$ cat src/reset_cause_defines.svh
`ifndef RESET_CAUSE_DEFINES_SVH
`define RESET_CAUSE_DEFINES_SVH

// Register offsets on the plain register port
`define RC_ADDR_CAUSE      4'h0
`define RC_ADDR_CTRL       4'h1
`define RC_ADDR_IRQ_STATUS 4'h2
`define RC_ADDR_IRQ_MASK   4'h3

// Reset cause register field positions
`define RC_BIT_BROWNOUT    0
`define RC_BIT_POWER_ON    1
`define RC_BIT_POWERDOWN   2
`define RC_BIT_WDT_EXPIRED 3
`define RC_BIT_RESET_INSTR 4
`define RC_BIT_STACK_UNF   5
`define RC_BIT_STACK_FULL  6
`define RC_FLAG_WIDTH      7

// Control register field positions
`define RC_CTRL_STACK_RST  0
`define RC_CTRL_GIE_HIGH   1
`define RC_CTRL_GIE_LOW    2
`define RC_CTRL_WIDTH      3

// Interrupt status bit positions
`define RC_IRQ_BROWNOUT    0
`define RC_IRQ_MASTER_CLEAR_PIN        1
`define RC_IRQ_WDT_RESET   2
`define RC_IRQ_WDT_WAKE    3
`define RC_IRQ_STACK_FULL  4
`define RC_IRQ_STACK_UNF   5
`define RC_IRQ_RESET_INSTR 6
`define RC_IRQ_INT_WAKE    7
`define RC_IRQ_WIDTH       8

// Reset values
`define RC_CAUSE_POR_VAL   7'h1c
`define RC_CTRL_RST_VAL    3'h1
`define RC_MASK_RST_VAL    8'h00

// Program counter targets
`define RC_PC_WIDTH        21
`define RC_PC_RESET        21'h000000
`define RC_PC_STEP         21'h000002
`define RC_VEC_HIGH        21'h000008
`define RC_VEC_LOW         21'h000018

`endif

$ cat src/reset_cause_pkg.sv
package reset_cause_pkg;

  typedef enum logic [1:0]
  {
    PM_FULL  = 2'b00,
    PM_RUN   = 2'b01,
    PM_IDLE  = 2'b10,
    PM_SLEEP = 2'b11
  } power_mode_t;

  typedef enum logic [3:0]
  {
    CAUSE_NONE       = 4'b0000,
    CAUSE_BROWNOUT   = 4'b0001,
    CAUSE_MASTER_CLEAR_PIN_FULL  = 4'b0010,
    CAUSE_MASTER_CLEAR_PIN_RUN   = 4'b0011,
    CAUSE_MASTER_CLEAR_PIN_SLEEP = 4'b0100,
    CAUSE_WDT_RESET  = 4'b0101,
    CAUSE_WDT_WAKE   = 4'b0110,
    CAUSE_STACK_FULL = 4'b0111,
    CAUSE_STACK_UNF  = 4'b1000,
    CAUSE_UNF_ERROR  = 4'b1001,
    CAUSE_RESET_INS  = 4'b1010,
    CAUSE_INT_WAKE   = 4'b1011
  } cause_t;

endpackage : reset_cause_pkg

$ cat src/reset_cause_status_logic.sv
`timescale 1ns/1ps
`include "reset_cause_defines.svh"

// Summary of operation
// - Distinguish eleven reset causes, including stack events
// - Power-on: PC zero, fixed flag pattern
// - Reset instruction: PC zero, clear its flag
// - Brown-out: PC zero, set three, clear brownout
// - Pin reset in run mode sets watchdog flag
// - Pin reset idle/sleep: set watchdog, clear powerdown
// - Pin reset at full power keeps stack flags
// - Watchdog reset when running clears watchdog flag
// - Stack full with enable resets, sets flag
// - Stack underflow with enable resets, sets flag
// - Underflow without enable only sets its flag
// - Watchdog in idle/sleep wakes at PC+2
// - Interrupt wake clears powerdown, continues PC+2
// - Enabled interrupt wake jumps to its vector
// - Unchanged flags hold; unimplemented bit reads zero

module reset_cause_status_logic (
  input  wire logic        CLOCK_I,
  input  wire logic        RST_N_I,
  input  wire logic [3:0]  ADDR_I,
  input  wire logic [7:0]  WDATA_I,
  input  wire logic        WR_I,
  input  wire logic        RD_I,
  output logic      [7:0]  RDATA_O,
  input  wire logic        BROWNOUT_I,
  input  wire logic        MASTER_CLEAR_I,
  input  wire logic        WATCHDOG_TIMEOUT_I,
  input  wire logic        RESET_INSTR_I,
  input  wire logic        STACK_FULL_I,
  input  wire logic        STACK_UNDERFLOW_I,
  input  wire logic        WAKE_INT_I,
  input  wire logic        WAKE_INT_HIGH_I,
  input  wire logic [1:0]  POWER_MODE_I,
  input  wire logic [20:0] CURRENT_PC_I,
  output logic             CORE_RESET_O,
  output logic             PC_LOAD_O,
  output logic      [20:0] PC_VALUE_O,
  output logic      [3:0]  CAUSE_CODE_O,
  output logic             IRQ_O
);

  reset_cause_pkg::power_mode_t            power_mode;
  reset_cause_pkg::cause_t                 cause_next;
  reset_cause_pkg::cause_t                 cause_reg;

  logic [`RC_FLAG_WIDTH-1:0]              flags_reg;
  logic [`RC_FLAG_WIDTH-1:0]              flags_next;
  logic [`RC_FLAG_WIDTH-1:0]              flags_base;
  logic [`RC_FLAG_WIDTH-1:0]              flag_set;
  logic [`RC_FLAG_WIDTH-1:0]              flag_clr;
  logic [`RC_CTRL_WIDTH-1:0]              ctrl_reg;
  logic [`RC_IRQ_WIDTH-1:0]               irq_mask_reg;
  logic [`RC_IRQ_WIDTH-1:0]               irq_status;
  logic [`RC_IRQ_WIDTH-1:0]               irq_event;
  logic [7:0]                             rdata_reg;
  logic [7:0]                             rdata_next;
  logic [`RC_PC_WIDTH-1:0]                pc_value_reg;
  logic [`RC_PC_WIDTH-1:0]                pc_target;
  logic [`RC_PC_WIDTH-1:0]                pc_after_wake;
  logic                                   pc_load_reg;
  logic                                   pc_load_next;
  logic                                   core_reset_reg;
  logic                                   core_reset_next;
  logic                                   stack_reset_en;
  logic                                   gie_high;
  logic                                   gie_low;
  logic                                   low_power;
  logic                                   wr_cause;
  logic                                   wr_ctrl;
  logic                                   wr_mask;
  logic                                   rd_status;

  assign power_mode     = reset_cause_pkg::power_mode_t'(POWER_MODE_I);
  assign stack_reset_en = ctrl_reg[`RC_CTRL_STACK_RST];
  assign gie_high       = ctrl_reg[`RC_CTRL_GIE_HIGH];
  assign gie_low        = ctrl_reg[`RC_CTRL_GIE_LOW];
  assign low_power      = (power_mode == reset_cause_pkg::PM_IDLE) ||
                          (power_mode == reset_cause_pkg::PM_SLEEP);

  assign wr_cause  = WR_I && (ADDR_I == `RC_ADDR_CAUSE);
  assign wr_ctrl   = WR_I && (ADDR_I == `RC_ADDR_CTRL);
  assign wr_mask   = WR_I && (ADDR_I == `RC_ADDR_IRQ_MASK);
  assign rd_status = RD_I && (ADDR_I == `RC_ADDR_IRQ_STATUS);

  // Several events in one cycle: the most severe one decides alone
  always_comb
  begin
    cause_next = reset_cause_pkg::CAUSE_NONE;
    if (BROWNOUT_I)
      cause_next = reset_cause_pkg::CAUSE_BROWNOUT;
    else if (MASTER_CLEAR_I)
    begin
      if (low_power)
        cause_next = reset_cause_pkg::CAUSE_MASTER_CLEAR_PIN_SLEEP;
      else if (power_mode == reset_cause_pkg::PM_RUN)
        cause_next = reset_cause_pkg::CAUSE_MASTER_CLEAR_PIN_RUN;
      else
        cause_next = reset_cause_pkg::CAUSE_MASTER_CLEAR_PIN_FULL;
    end
    else if (WATCHDOG_TIMEOUT_I)
    begin
      if (low_power)
        cause_next = reset_cause_pkg::CAUSE_WDT_WAKE;
      else
        cause_next = reset_cause_pkg::CAUSE_WDT_RESET;
    end
    else if (STACK_FULL_I && stack_reset_en)
      cause_next = reset_cause_pkg::CAUSE_STACK_FULL;
    else if (STACK_UNDERFLOW_I)
    begin
      if (stack_reset_en)
        cause_next = reset_cause_pkg::CAUSE_STACK_UNF;
      else
        cause_next = reset_cause_pkg::CAUSE_UNF_ERROR;
    end
    else if (RESET_INSTR_I)
      cause_next = reset_cause_pkg::CAUSE_RESET_INS;
    else if (WAKE_INT_I && (power_mode != reset_cause_pkg::PM_FULL))
      cause_next = reset_cause_pkg::CAUSE_INT_WAKE;
  end

  // Per-event flag edits; every bit not named here holds its value
  always_comb
  begin
    flag_set = '0;
    flag_clr = '0;
    case (cause_next)
      reset_cause_pkg::CAUSE_BROWNOUT:
      begin
        flag_set[`RC_BIT_RESET_INSTR] = 1'b1;
        flag_set[`RC_BIT_WDT_EXPIRED] = 1'b1;
        flag_set[`RC_BIT_POWERDOWN]   = 1'b1;
        flag_clr[`RC_BIT_BROWNOUT]    = 1'b1;
      end
      reset_cause_pkg::CAUSE_MASTER_CLEAR_PIN_FULL:
      begin
        flag_set[`RC_BIT_WDT_EXPIRED] = 1'b1;
      end
      reset_cause_pkg::CAUSE_MASTER_CLEAR_PIN_RUN:
      begin
        flag_set[`RC_BIT_WDT_EXPIRED] = 1'b1;
      end
      reset_cause_pkg::CAUSE_MASTER_CLEAR_PIN_SLEEP:
      begin
        flag_set[`RC_BIT_WDT_EXPIRED] = 1'b1;
        flag_clr[`RC_BIT_POWERDOWN]   = 1'b1;
      end
      reset_cause_pkg::CAUSE_WDT_RESET:
      begin
        flag_clr[`RC_BIT_WDT_EXPIRED] = 1'b1;
      end
      reset_cause_pkg::CAUSE_WDT_WAKE:
      begin
        flag_clr[`RC_BIT_WDT_EXPIRED] = 1'b1;
        flag_clr[`RC_BIT_POWERDOWN]   = 1'b1;
      end
      reset_cause_pkg::CAUSE_STACK_FULL:
      begin
        flag_set[`RC_BIT_STACK_FULL] = 1'b1;
      end
      reset_cause_pkg::CAUSE_STACK_UNF:
      begin
        flag_set[`RC_BIT_STACK_UNF] = 1'b1;
      end
      reset_cause_pkg::CAUSE_UNF_ERROR:
      begin
        flag_set[`RC_BIT_STACK_UNF] = 1'b1;
      end
      reset_cause_pkg::CAUSE_RESET_INS:
      begin
        flag_clr[`RC_BIT_RESET_INSTR] = 1'b1;
      end
      reset_cause_pkg::CAUSE_INT_WAKE:
      begin
        flag_clr[`RC_BIT_POWERDOWN] = 1'b1;
      end
      default:
      begin
        flag_set = '0;
        flag_clr = '0;
      end
    endcase
  end

  // A software write lands first; hardware edits on the same bits win
  assign flags_base = wr_cause ? WDATA_I[`RC_FLAG_WIDTH-1:0] : flags_reg;
  assign flags_next = (flags_base & ~flag_clr) | flag_set;

  assign pc_after_wake = CURRENT_PC_I + `RC_PC_STEP;

  // Where execution resumes, and whether the core is held in reset
  always_comb
  begin
    pc_target       = `RC_PC_RESET;
    pc_load_next    = 1'b1;
    core_reset_next = 1'b1;
    case (cause_next)
      reset_cause_pkg::CAUSE_BROWNOUT,
      reset_cause_pkg::CAUSE_MASTER_CLEAR_PIN_FULL,
      reset_cause_pkg::CAUSE_MASTER_CLEAR_PIN_RUN,
      reset_cause_pkg::CAUSE_MASTER_CLEAR_PIN_SLEEP,
      reset_cause_pkg::CAUSE_WDT_RESET,
      reset_cause_pkg::CAUSE_STACK_FULL,
      reset_cause_pkg::CAUSE_STACK_UNF,
      reset_cause_pkg::CAUSE_RESET_INS:
      begin
        pc_target = `RC_PC_RESET;
      end
      reset_cause_pkg::CAUSE_WDT_WAKE:
      begin
        core_reset_next = 1'b0;
        pc_target       = pc_after_wake;
      end
      reset_cause_pkg::CAUSE_INT_WAKE:
      begin
        core_reset_next = 1'b0;
        if (WAKE_INT_HIGH_I && gie_high)
          pc_target = `RC_VEC_HIGH;
        else if (!WAKE_INT_HIGH_I && gie_low)
          pc_target = `RC_VEC_LOW;
        else
          pc_target = pc_after_wake;
      end
      default:
      begin
        // Covers the underflow error too: no reset, no jump
        pc_load_next    = 1'b0;
        core_reset_next = 1'b0;
      end
    endcase
  end

  // Reset cause flags; the power-on pattern comes from the RST_N_I reset
  always_ff @(posedge CLOCK_I)
  begin
    if (!RST_N_I)
      flags_reg <= `RC_CAUSE_POR_VAL;
    else
      flags_reg <= flags_next;
  end

  // Control register steers stack resets and wake vectors
  always_ff @(posedge CLOCK_I)
  begin
    if (!RST_N_I)
      ctrl_reg <= `RC_CTRL_RST_VAL;
    else if (wr_ctrl)
      ctrl_reg <= WDATA_I[`RC_CTRL_WIDTH-1:0];
  end

  always_ff @(posedge CLOCK_I)
  begin
    if (!RST_N_I)
      irq_mask_reg <= `RC_MASK_RST_VAL;
    else if (wr_mask)
      irq_mask_reg <= WDATA_I;
  end

  // Program counter handoff; power-on also loads zero once
  always_ff @(posedge CLOCK_I)
  begin
    if (!RST_N_I)
    begin
      pc_value_reg   <= `RC_PC_RESET;
      pc_load_reg    <= 1'b1;
      core_reset_reg <= 1'b1;
    end
    else
    begin
      pc_load_reg    <= pc_load_next;
      core_reset_reg <= core_reset_next;
      if (pc_load_next)
        pc_value_reg <= pc_target;
    end
  end

  always_ff @(posedge CLOCK_I)
  begin
    if (!RST_N_I)
      cause_reg <= reset_cause_pkg::CAUSE_NONE;
    else if (cause_next != reset_cause_pkg::CAUSE_NONE)
      cause_reg <= cause_next;
  end

  // Event strobes feeding the sticky interrupt status
  always_comb
  begin
    irq_event = '0;
    irq_event[`RC_IRQ_BROWNOUT] = (cause_next == reset_cause_pkg::CAUSE_BROWNOUT);
    irq_event[`RC_IRQ_MASTER_CLEAR_PIN]     = (cause_next == reset_cause_pkg::CAUSE_MASTER_CLEAR_PIN_FULL) ||
                                  (cause_next == reset_cause_pkg::CAUSE_MASTER_CLEAR_PIN_RUN) ||
                                  (cause_next == reset_cause_pkg::CAUSE_MASTER_CLEAR_PIN_SLEEP);
    irq_event[`RC_IRQ_WDT_RESET]   = (cause_next == reset_cause_pkg::CAUSE_WDT_RESET);
    irq_event[`RC_IRQ_WDT_WAKE]    = (cause_next == reset_cause_pkg::CAUSE_WDT_WAKE);
    irq_event[`RC_IRQ_STACK_FULL]  = (cause_next == reset_cause_pkg::CAUSE_STACK_FULL);
    irq_event[`RC_IRQ_STACK_UNF]   = (cause_next == reset_cause_pkg::CAUSE_STACK_UNF) ||
                                     (cause_next == reset_cause_pkg::CAUSE_UNF_ERROR);
    irq_event[`RC_IRQ_RESET_INSTR] = (cause_next == reset_cause_pkg::CAUSE_RESET_INS);
    irq_event[`RC_IRQ_INT_WAKE]    = (cause_next == reset_cause_pkg::CAUSE_INT_WAKE);
  end

  genvar gi;
  generate
    for (gi = 0; gi < `RC_IRQ_WIDTH; gi = gi + 1)
    begin : g_irq
      sticky_status_bit #(
        .RESET_VAL (1'b0)
      ) u_status (
        .clk_i   (CLOCK_I),
        .rst_n_i (RST_N_I),
        .set_i   (irq_event[gi]),
        .clear_i (rd_status),
        .flag_o  (irq_status[gi])
      );
    end
  endgenerate

  // Read data is the pre-clear value, so no event is lost to the read
  always_comb
  begin
    rdata_next = 8'h00;
    if (RD_I)
    begin
      case (ADDR_I)
        `RC_ADDR_CAUSE:      rdata_next = {1'b0, flags_reg};
        `RC_ADDR_CTRL:       rdata_next = {5'h00, ctrl_reg};
        `RC_ADDR_IRQ_STATUS: rdata_next = irq_status;
        `RC_ADDR_IRQ_MASK:   rdata_next = irq_mask_reg;
        default:             rdata_next = 8'h00;
      endcase
    end
  end

  // Data holds only in the cycle after the read strobe
  always_ff @(posedge CLOCK_I)
  begin
    if (!RST_N_I)
      rdata_reg <= 8'h00;
    else
      rdata_reg <= rdata_next;
  end

  assign RDATA_O      = rdata_reg;
  assign CORE_RESET_O = core_reset_reg;
  assign PC_LOAD_O    = pc_load_reg;
  assign PC_VALUE_O   = pc_value_reg;
  assign CAUSE_CODE_O = cause_reg;
  assign IRQ_O        = |(irq_status & irq_mask_reg);

endmodule : reset_cause_status_logic

$ cat src/sticky_status_bit.sv
`timescale 1ns/1ps

module sticky_status_bit #(
  parameter logic RESET_VAL = 1'b0
) (
  input  wire logic clk_i,
  input  wire logic rst_n_i,
  input  wire logic set_i,
  input  wire logic clear_i,
  output logic      flag_o
);

  logic flag_reg;

  // Set beats clear so an event in the clearing cycle survives
  always_ff @(posedge clk_i)
  begin
    if (!rst_n_i)
      flag_reg <= RESET_VAL;
    else if (set_i)
      flag_reg <= 1'b1;
    else if (clear_i)
      flag_reg <= 1'b0;
  end

  assign flag_o = flag_reg;

endmodule : sticky_status_bit

$ cat config.mk
export PLATFORM = sky130hd
export DESIGN_NAME = reset_cause_status_logic
export DESIGN_NICKNAME = d
export VERILOG_FILES = /design/src/reset_cause_pkg.sv /design/src/reset_cause_status_logic.sv /design/src/sticky_status_bit.sv
export VERILOG_INCLUDE_DIRS = /design/src /design/src/src
export SDC_FILE = /design/constraint.sdc
export NUM_CORES = 1
export LEC_CHECK = 0
export BUFFER_PORTS_ARGS = -buffer_cell sky130_fd_sc_hd__buf_4
export CORE_ASPECT_RATIO = 0.5
export CORE_MARGIN = 2
export CORE_UTILIZATION = 31
export CTS_CLUSTER_DIAMETER = 40
export DETAILED_ROUTE_END_ITERATION = 10
export PLACE_DENSITY = 0.52
export SLEW_MARGIN = 20
export SYNTH_ARGS = -nofsm -noshare
export SYNTH_HDL_FRONTEND = slang
export SYNTH_SLANG_ARGS = --single-unit
$ cat constraint.sdc
create_clock -name CLOCK_I -period 5.3 [get_ports CLOCK_I]
set_clock_uncertainty 0.2 [all_clocks]
set_input_delay 0 -clock CLOCK_I [delete_from_list [all_inputs] [get_ports CLOCK_I]]
set_output_delay 0 -clock CLOCK_I [all_outputs]
set_load 0.005 [all_outputs]
## Word-level counts from Yosys, hierarchy flattened

Index checks and enable logic that the tools add are counted.

- Output and inout port bits: 36
- Bits in registers: 61
- Bits in latches: 0
- Memory bits (writable): 0
- Input port bits: 47
- Word-level logic and storage cells: 104
- Bits in read-only memories: 0
- Memories kept: 0

- Magnitude comparators: 0
- Multipliers: 0
- Muxes and demuxes: 34
- Equal/unequal tests: 17
- $add $sub $neg: 1
- Shift operators: 0
- Reduce and logical (&&, ||, !) cells: 32
- Divide/modulo/power cells: 0
- Bitwise logic cells: 4

Operators by type and width:

| kind | count |
|---|---|
| two-way mux 21 bit | 2 |
| case mux 21 bit (2 select lines) | 1 |
| case mux 8 bit (4 select lines) | 1 |
| two-way mux 4 bit | 7 |
| adder 21 x 2 -> 21 bit (second input constant) | 1 |
| two-way mux 1 bit | 20 |
| nonzero test 2 bit | 9 |
| == test 4 x 2 -> 1 bit (second input constant) | 4 |
| == test 4 x 3 -> 1 bit (second input constant) | 4 |
| == test 4 bit (second input constant) | 4 |
| OR reduction 8 bit | 2 |
| OR reduction 10 bit | 1 |
| bitwise AND 8 bit | 1 |
| == test 4 x 1 -> 1 bit (second input constant) | 2 |
| logical AND 1 bit | 8 |
| bitwise AND 7 bit | 1 |
| two-way mux 7 bit | 1 |
| NOT 5 -> 7 bit | 1 |
| bitwise OR 7 bit | 1 |
| == test 2 bit (second input constant) | 2 |
| zero test 4 bit | 1 |
| logical OR 1 bit | 4 |
| nonzero test 4 bit | 1 |
| OR reduction 2 bit | 2 |
| other kinds (7) | 7 |

## Logic depth before layout (Yosys ltp)

- Depth after elaboration: 15
- Mapped depth: 9
- Gate-level depth less buffers: 6

## Modules after synthesis

From an unflattened synthesis, not the netlist that was laid out.

- Cells, all modules: 310
- Area, all modules: 3103.0 µm²

Modules (own cells, without submodules):

| module | cells an instance | instances | area an instance (µm²) |
|---|---|---|---|
| reset_cause_status_logic | 286 | 1 | 2772.7 |
| sticky_status_bit | 3 | 8 | 41.3 |

## Worst setup path before layout

Ideal clock, no wire load.

- Path type: reg-to-reg
- Start: register ctrl_reg[0]
- End: register pc_value_reg[15] (netlist: PC_VALUE_O[15])
- Setup time: 68 ps
- Path buffers: 3
- Stages on the path, launching flop included: 9
- Arrival: 1742 ps
- Period minus slack after synthesis: 2010 ps
- Slack: 3290 ps
- Cells stage by stage: dfxtp_1 > a2111oi_4 > o21a_1 > buf_6 > o21ai_4 > o32a_1 > buf_6 > buf_12 > o2bb2ai_4

- Longest elaborated chain between the ends: 9
- Elaborated cells between the ends (all ways): 20
- Classes of those cells: 10 x eq/ne; 8 x mux; 2 x reduce/logical

Ends and longest elaborated chain:

| element | RTL line | source |
|---|---|---|
| start: declaration | reset_cause_status_logic.sv:55 | `` logic [`RC_CTRL_WIDTH-1:0] ctrl_reg; `` |
| start signal: assignment | reset_cause_status_logic.sv:250 | `` ctrl_reg <= `RC_CTRL_RST_VAL; `` |
| start signal: assignment | reset_cause_status_logic.sv:252 | `` ctrl_reg <= WDATA_I[`RC_CTRL_WIDTH-1:0]; `` |
| two-way mux 1 bit | reset_cause_status_logic.sv:115 | `if (stack_reset_en)` |
| two-way mux 4 bit | reset_cause_status_logic.sv:113 | `else if (STACK_UNDERFLOW_I)` |
| two-way mux 4 bit * | reset_cause_status_logic.sv:111 | `else if (STACK_FULL_I && stack_reset_en)` |
| two-way mux 4 bit * | reset_cause_status_logic.sv:104 | `else if (WATCHDOG_TIMEOUT_I)` |
| two-way mux 4 bit * | reset_cause_status_logic.sv:95 | `else if (MASTER_CLEAR_I)` |
| two-way mux 4 bit * | reset_cause_status_logic.sv:93 | `if (BROWNOUT_I)` |
| == test 4 x 2 -> 1 bit, or another cell as far along | reset_cause_status_logic.sv:201 | `case (cause_next)` |
| OR reduction 10 bit (no line) | -- |  |
| two-way mux 1 bit | reset_cause_status_logic.sv:201 |  |
| end signal: assignment | reset_cause_status_logic.sv:268 | `` pc_value_reg <= `RC_PC_RESET; `` |
| end signal: assignment | reset_cause_status_logic.sv:277 | `pc_value_reg <= pc_target;` |
| end: declaration | reset_cause_status_logic.sv:61 | `` logic [`RC_PC_WIDTH-1:0] pc_value_reg; `` |

Mark *: on every way between the ends. The rest lies on a longest branch, timed or not.
A chain may end at the register's enable or synchronous reset.

## Worst setup path in the final report

- Start: register ctrl_reg[0]
- End: register pc_value_reg[20] (netlist: PC_VALUE_O[20])

The elaborated chain is that of the path after synthesis.

==> flow_summary.yaml <==
timing:
  tns_ns: 0
  setup_ws_ns: 2.47
  relSlewSlack_pct: 31.1
  drv_slew: 0
  period_share_pct: 53.5
  tightest_slew_ns: 1.03
  rsz0062_at_grt: "no"
  setup_viol: 0
  hold_viol: 0
  fin_crit_ns: 2.83
  clock.fmax_mhz: 353
  hold_slack_ns: 0.0275
die:
  die_area_sq_mm: 0.0105
  num_rows: 25
  coreArea_sq_mm: 0.00938
  initial_core_util_pct: 31.7
  die_h_um: 73.3
  boundaryPins: 83
  fp.dieW_um: 143
placement:
  pre_cts_slack_ns: 2.51
  port_buffers: 82
  place_inst: 496
  gp_congestion: 0.864
  hpwl_um: 6140
logic_synthesis:
  synth_seq_cells: 61
  synth.area.top_cells: "dfxtp_1 41%, mux2i_1 5.0%, o2bb2ai_2 4.5%"
  yosys_warnings: 0
  ys_seq_area_share_pct: 41.0
  synthesis.area_sq_mm: 0.00298
  netlist_instances: 307
  ys_async_sr_fraction_pct: 0
  synth_fp_nets: 355
  synthFlopType: "dfxtp_1"
  synth.top_cell.area_share_pct: 41.0
  synth_edf_count: 0
  synth_top_area_cell: "dfxtp_1"
  syn-mean-instance-area_sq_um: 9.70
  ys_types: 54
pwr:
  finalPower_uw: 1280
  power_density_mw_per_mm2: 288
  p_leak_uw: 0.00184
  ir_drop_mv: 0.167
clock_network:
  cts_resized: 0
  htreeDepth: 3
  cts_buffers: 9
  post-cts-setup-buffers: 0
  cts.clk_slew.worst_paths_ns: 0.06
  cts_tree: "yes"
  clockBufferDepth: 2
  clockRootBuffer: "clkbuf_16"
  clk_latency_ns: 0.33
  clock-sinks: 61
worst_setup_path:
  r2r_end: "PC_VALUE_O[20]$_SDFFE_PN0P_"
  startpoint_type: "flop"
  critPathMaxFanout: 19
  critPathTopFamily: "compound AO/OA/AOI/OAI gates"
  path_cells: "a211oi_1 > o211ai_2 > nand2_1 > o32a_1 > o2bb2ai_1"
  cp-endpoint: "PC_VALUE_O[20]$_SDFFE_PN0P_"
  rrSetupSlack_ns: 2.47
  r2r-start: "ctrl_reg[0]$_SDFFE_PN1P_"
  crit_required_ns: 5.28
  crit_start: "ctrl_reg[0]$_SDFFE_PN1P_"
  arrival_ns: 2.81
  reg2reg_depth: 5
  path_class: "reg2reg"
  critPathBufInv: 0
  slowest_delay_ns: 0.88
  cp.depth: 5
  cp_slowest_cell: "o32a_1"
  cp-end-kind: "flop"
layout:
  area_growth_pct: 49.2
  final_cells: 559
  mostFrequentLayoutCell: "buf_4"
  antennaDiodeCount: 0
  layout_common_cells: "82 x buf_4, 61 x dfxtp_1, 47 x dlygate4sd3_1"
  largest_register_ffs: 21
  nNetsFinal: 481
  drive_gt1_share_pct: 27.6
grt:
  track_usage_pct: 17.7
  grt_pass1_wl_um: 14400
  grt_antenna_before_repair: 0
  overflow: 0
  grt_pass1_vias: 2869
  grt_max_degree: 29
run:
  max-cap-violations: 0
routing:
  wl_um: 8680
  ant_nets: 0
  drt_iter0_drc: 152
  avgRoutedWirePerCell_um: 15.5
  dr.pass1.iters: 4
  drc: 0
  num_vias: 2858
  drt-vias-per-instance: 5.11
status:
  status: "completed"
worst_hold_path:
  hp-class: "in2reg"
-- cell usage after synthesis, types with 2 or more instances --
master	count
nor4_1	3
and3_1	3
xor2_1	13
o21a_1	4
or3_1	2
mux4_2	3
a211oi_1	3
a21oi_1	16
buf_6	3
o2bb2ai_2	9
buf_2	2
nor2b_1	5
a32oi_1	2
nand4_1	8
o21ai_0	7
nand2b_1	4
a21o_1	3
mux2_2	7
xnor2_1	6
inv_1	4
nand3_1	14
nor2_1	31
mux2i_1	15
a31oi_1	2
clkbuf_1	5
o2bb2ai_1	9
a22oi_1	8
nor3_1	9
buf_1	2
dfxtp_1	61
nand2_1	21
-- timing repair --
item	in CTS	in global routing
endpoints found under the hold margin	51	0
endpoints found under the setup margin	0	0
hold buffers	47	0
-- per-layer routing --
metal  wire length (um)  global-route usage (%)  vias up
met4                 92                    5.39        0
met1               4080                    22.6     1366
met3                480                    5.35        8
met5                  0                       0        -
met2               4030                    29.4       96
li1                   -                       -     1388
-- worst register-to-register path, stage by stage, from the launching register on --
cell	delay [ns]
dfxtp_1	0.38
a211oi_1	0.49
o211ai_2	0.29
nand2_1	0.26
o32a_1	0.88
o2bb2ai_1	0.18
-- worst min path at each step --
| stage | from | to | slack (ns) | cells past startpoint |
|---|---|---|---|---|
| final | CURRENT_PC_I[3] | PC_VALUE_O[3]$_SDFFE_PN0P_ | 0.03 | 4 |
| after global routing | CURRENT_PC_I[3] | PC_VALUE_O[3]$_SDFFE_PN0P_ | 0.04 | 4 |
| after CTS | CURRENT_PC_I[3] | PC_VALUE_O[3]$_SDFFE_PN0P_ | 0.02 | 4 |
| after detailed placement | CURRENT_PC_I[1] | PC_VALUE_O[1]$_SDFFE_PN0P_ | 0.02 | 2 |
| after global placement | CURRENT_PC_I[1] | PC_VALUE_O[1]$_SDFFE_PN0P_ | 0.02 | 2 |
| after floorplan | CURRENT_PC_I[1] | PC_VALUE_O[1]$_SDFFE_PN0P_ | -0.12 | 1 |
-- where the power goes --
part | total (uW) | switching [uW] | internal [uW]
Clock | 635 | 200 | 435
Combinational | 161 | 76.8 | 84.5
Sequential | 483 | 9.85 | 473
-- layout make-up --
class	count	area, sq um
fill	891	4940
multi-input combinational	227	1640
sequential	61	1220
timing repair buffer	129	1090
inverter	5	18.8
clock buffer	12	256
clock inverter	4	70.1
tap	121	151
-- cell families (layout without fill, tap and decap cells) --
group	after synthesis	in the layout	share of synthesized area, %
buf+inv	19	150	3.91
flops	61	61	41.0
xor+xnor	19	19	5.59
mux	25	25	9.95
simple gates	104	104	16.6
fa+ha+maj	1	1	0.420
compound gates	78	78	22.5
-- stage by stage --
stage	area [sq um]	utilization, %
2_1_floorplan	2980	-
3_5_place_dp	3650	38.9
5_1_grt	4450	47.4
3_3_place_gp	3650	38.9
6_report	4450	47.4
4_1_cts	4450	47.4
Note: power is estimated with default switching activity, not from simulation.
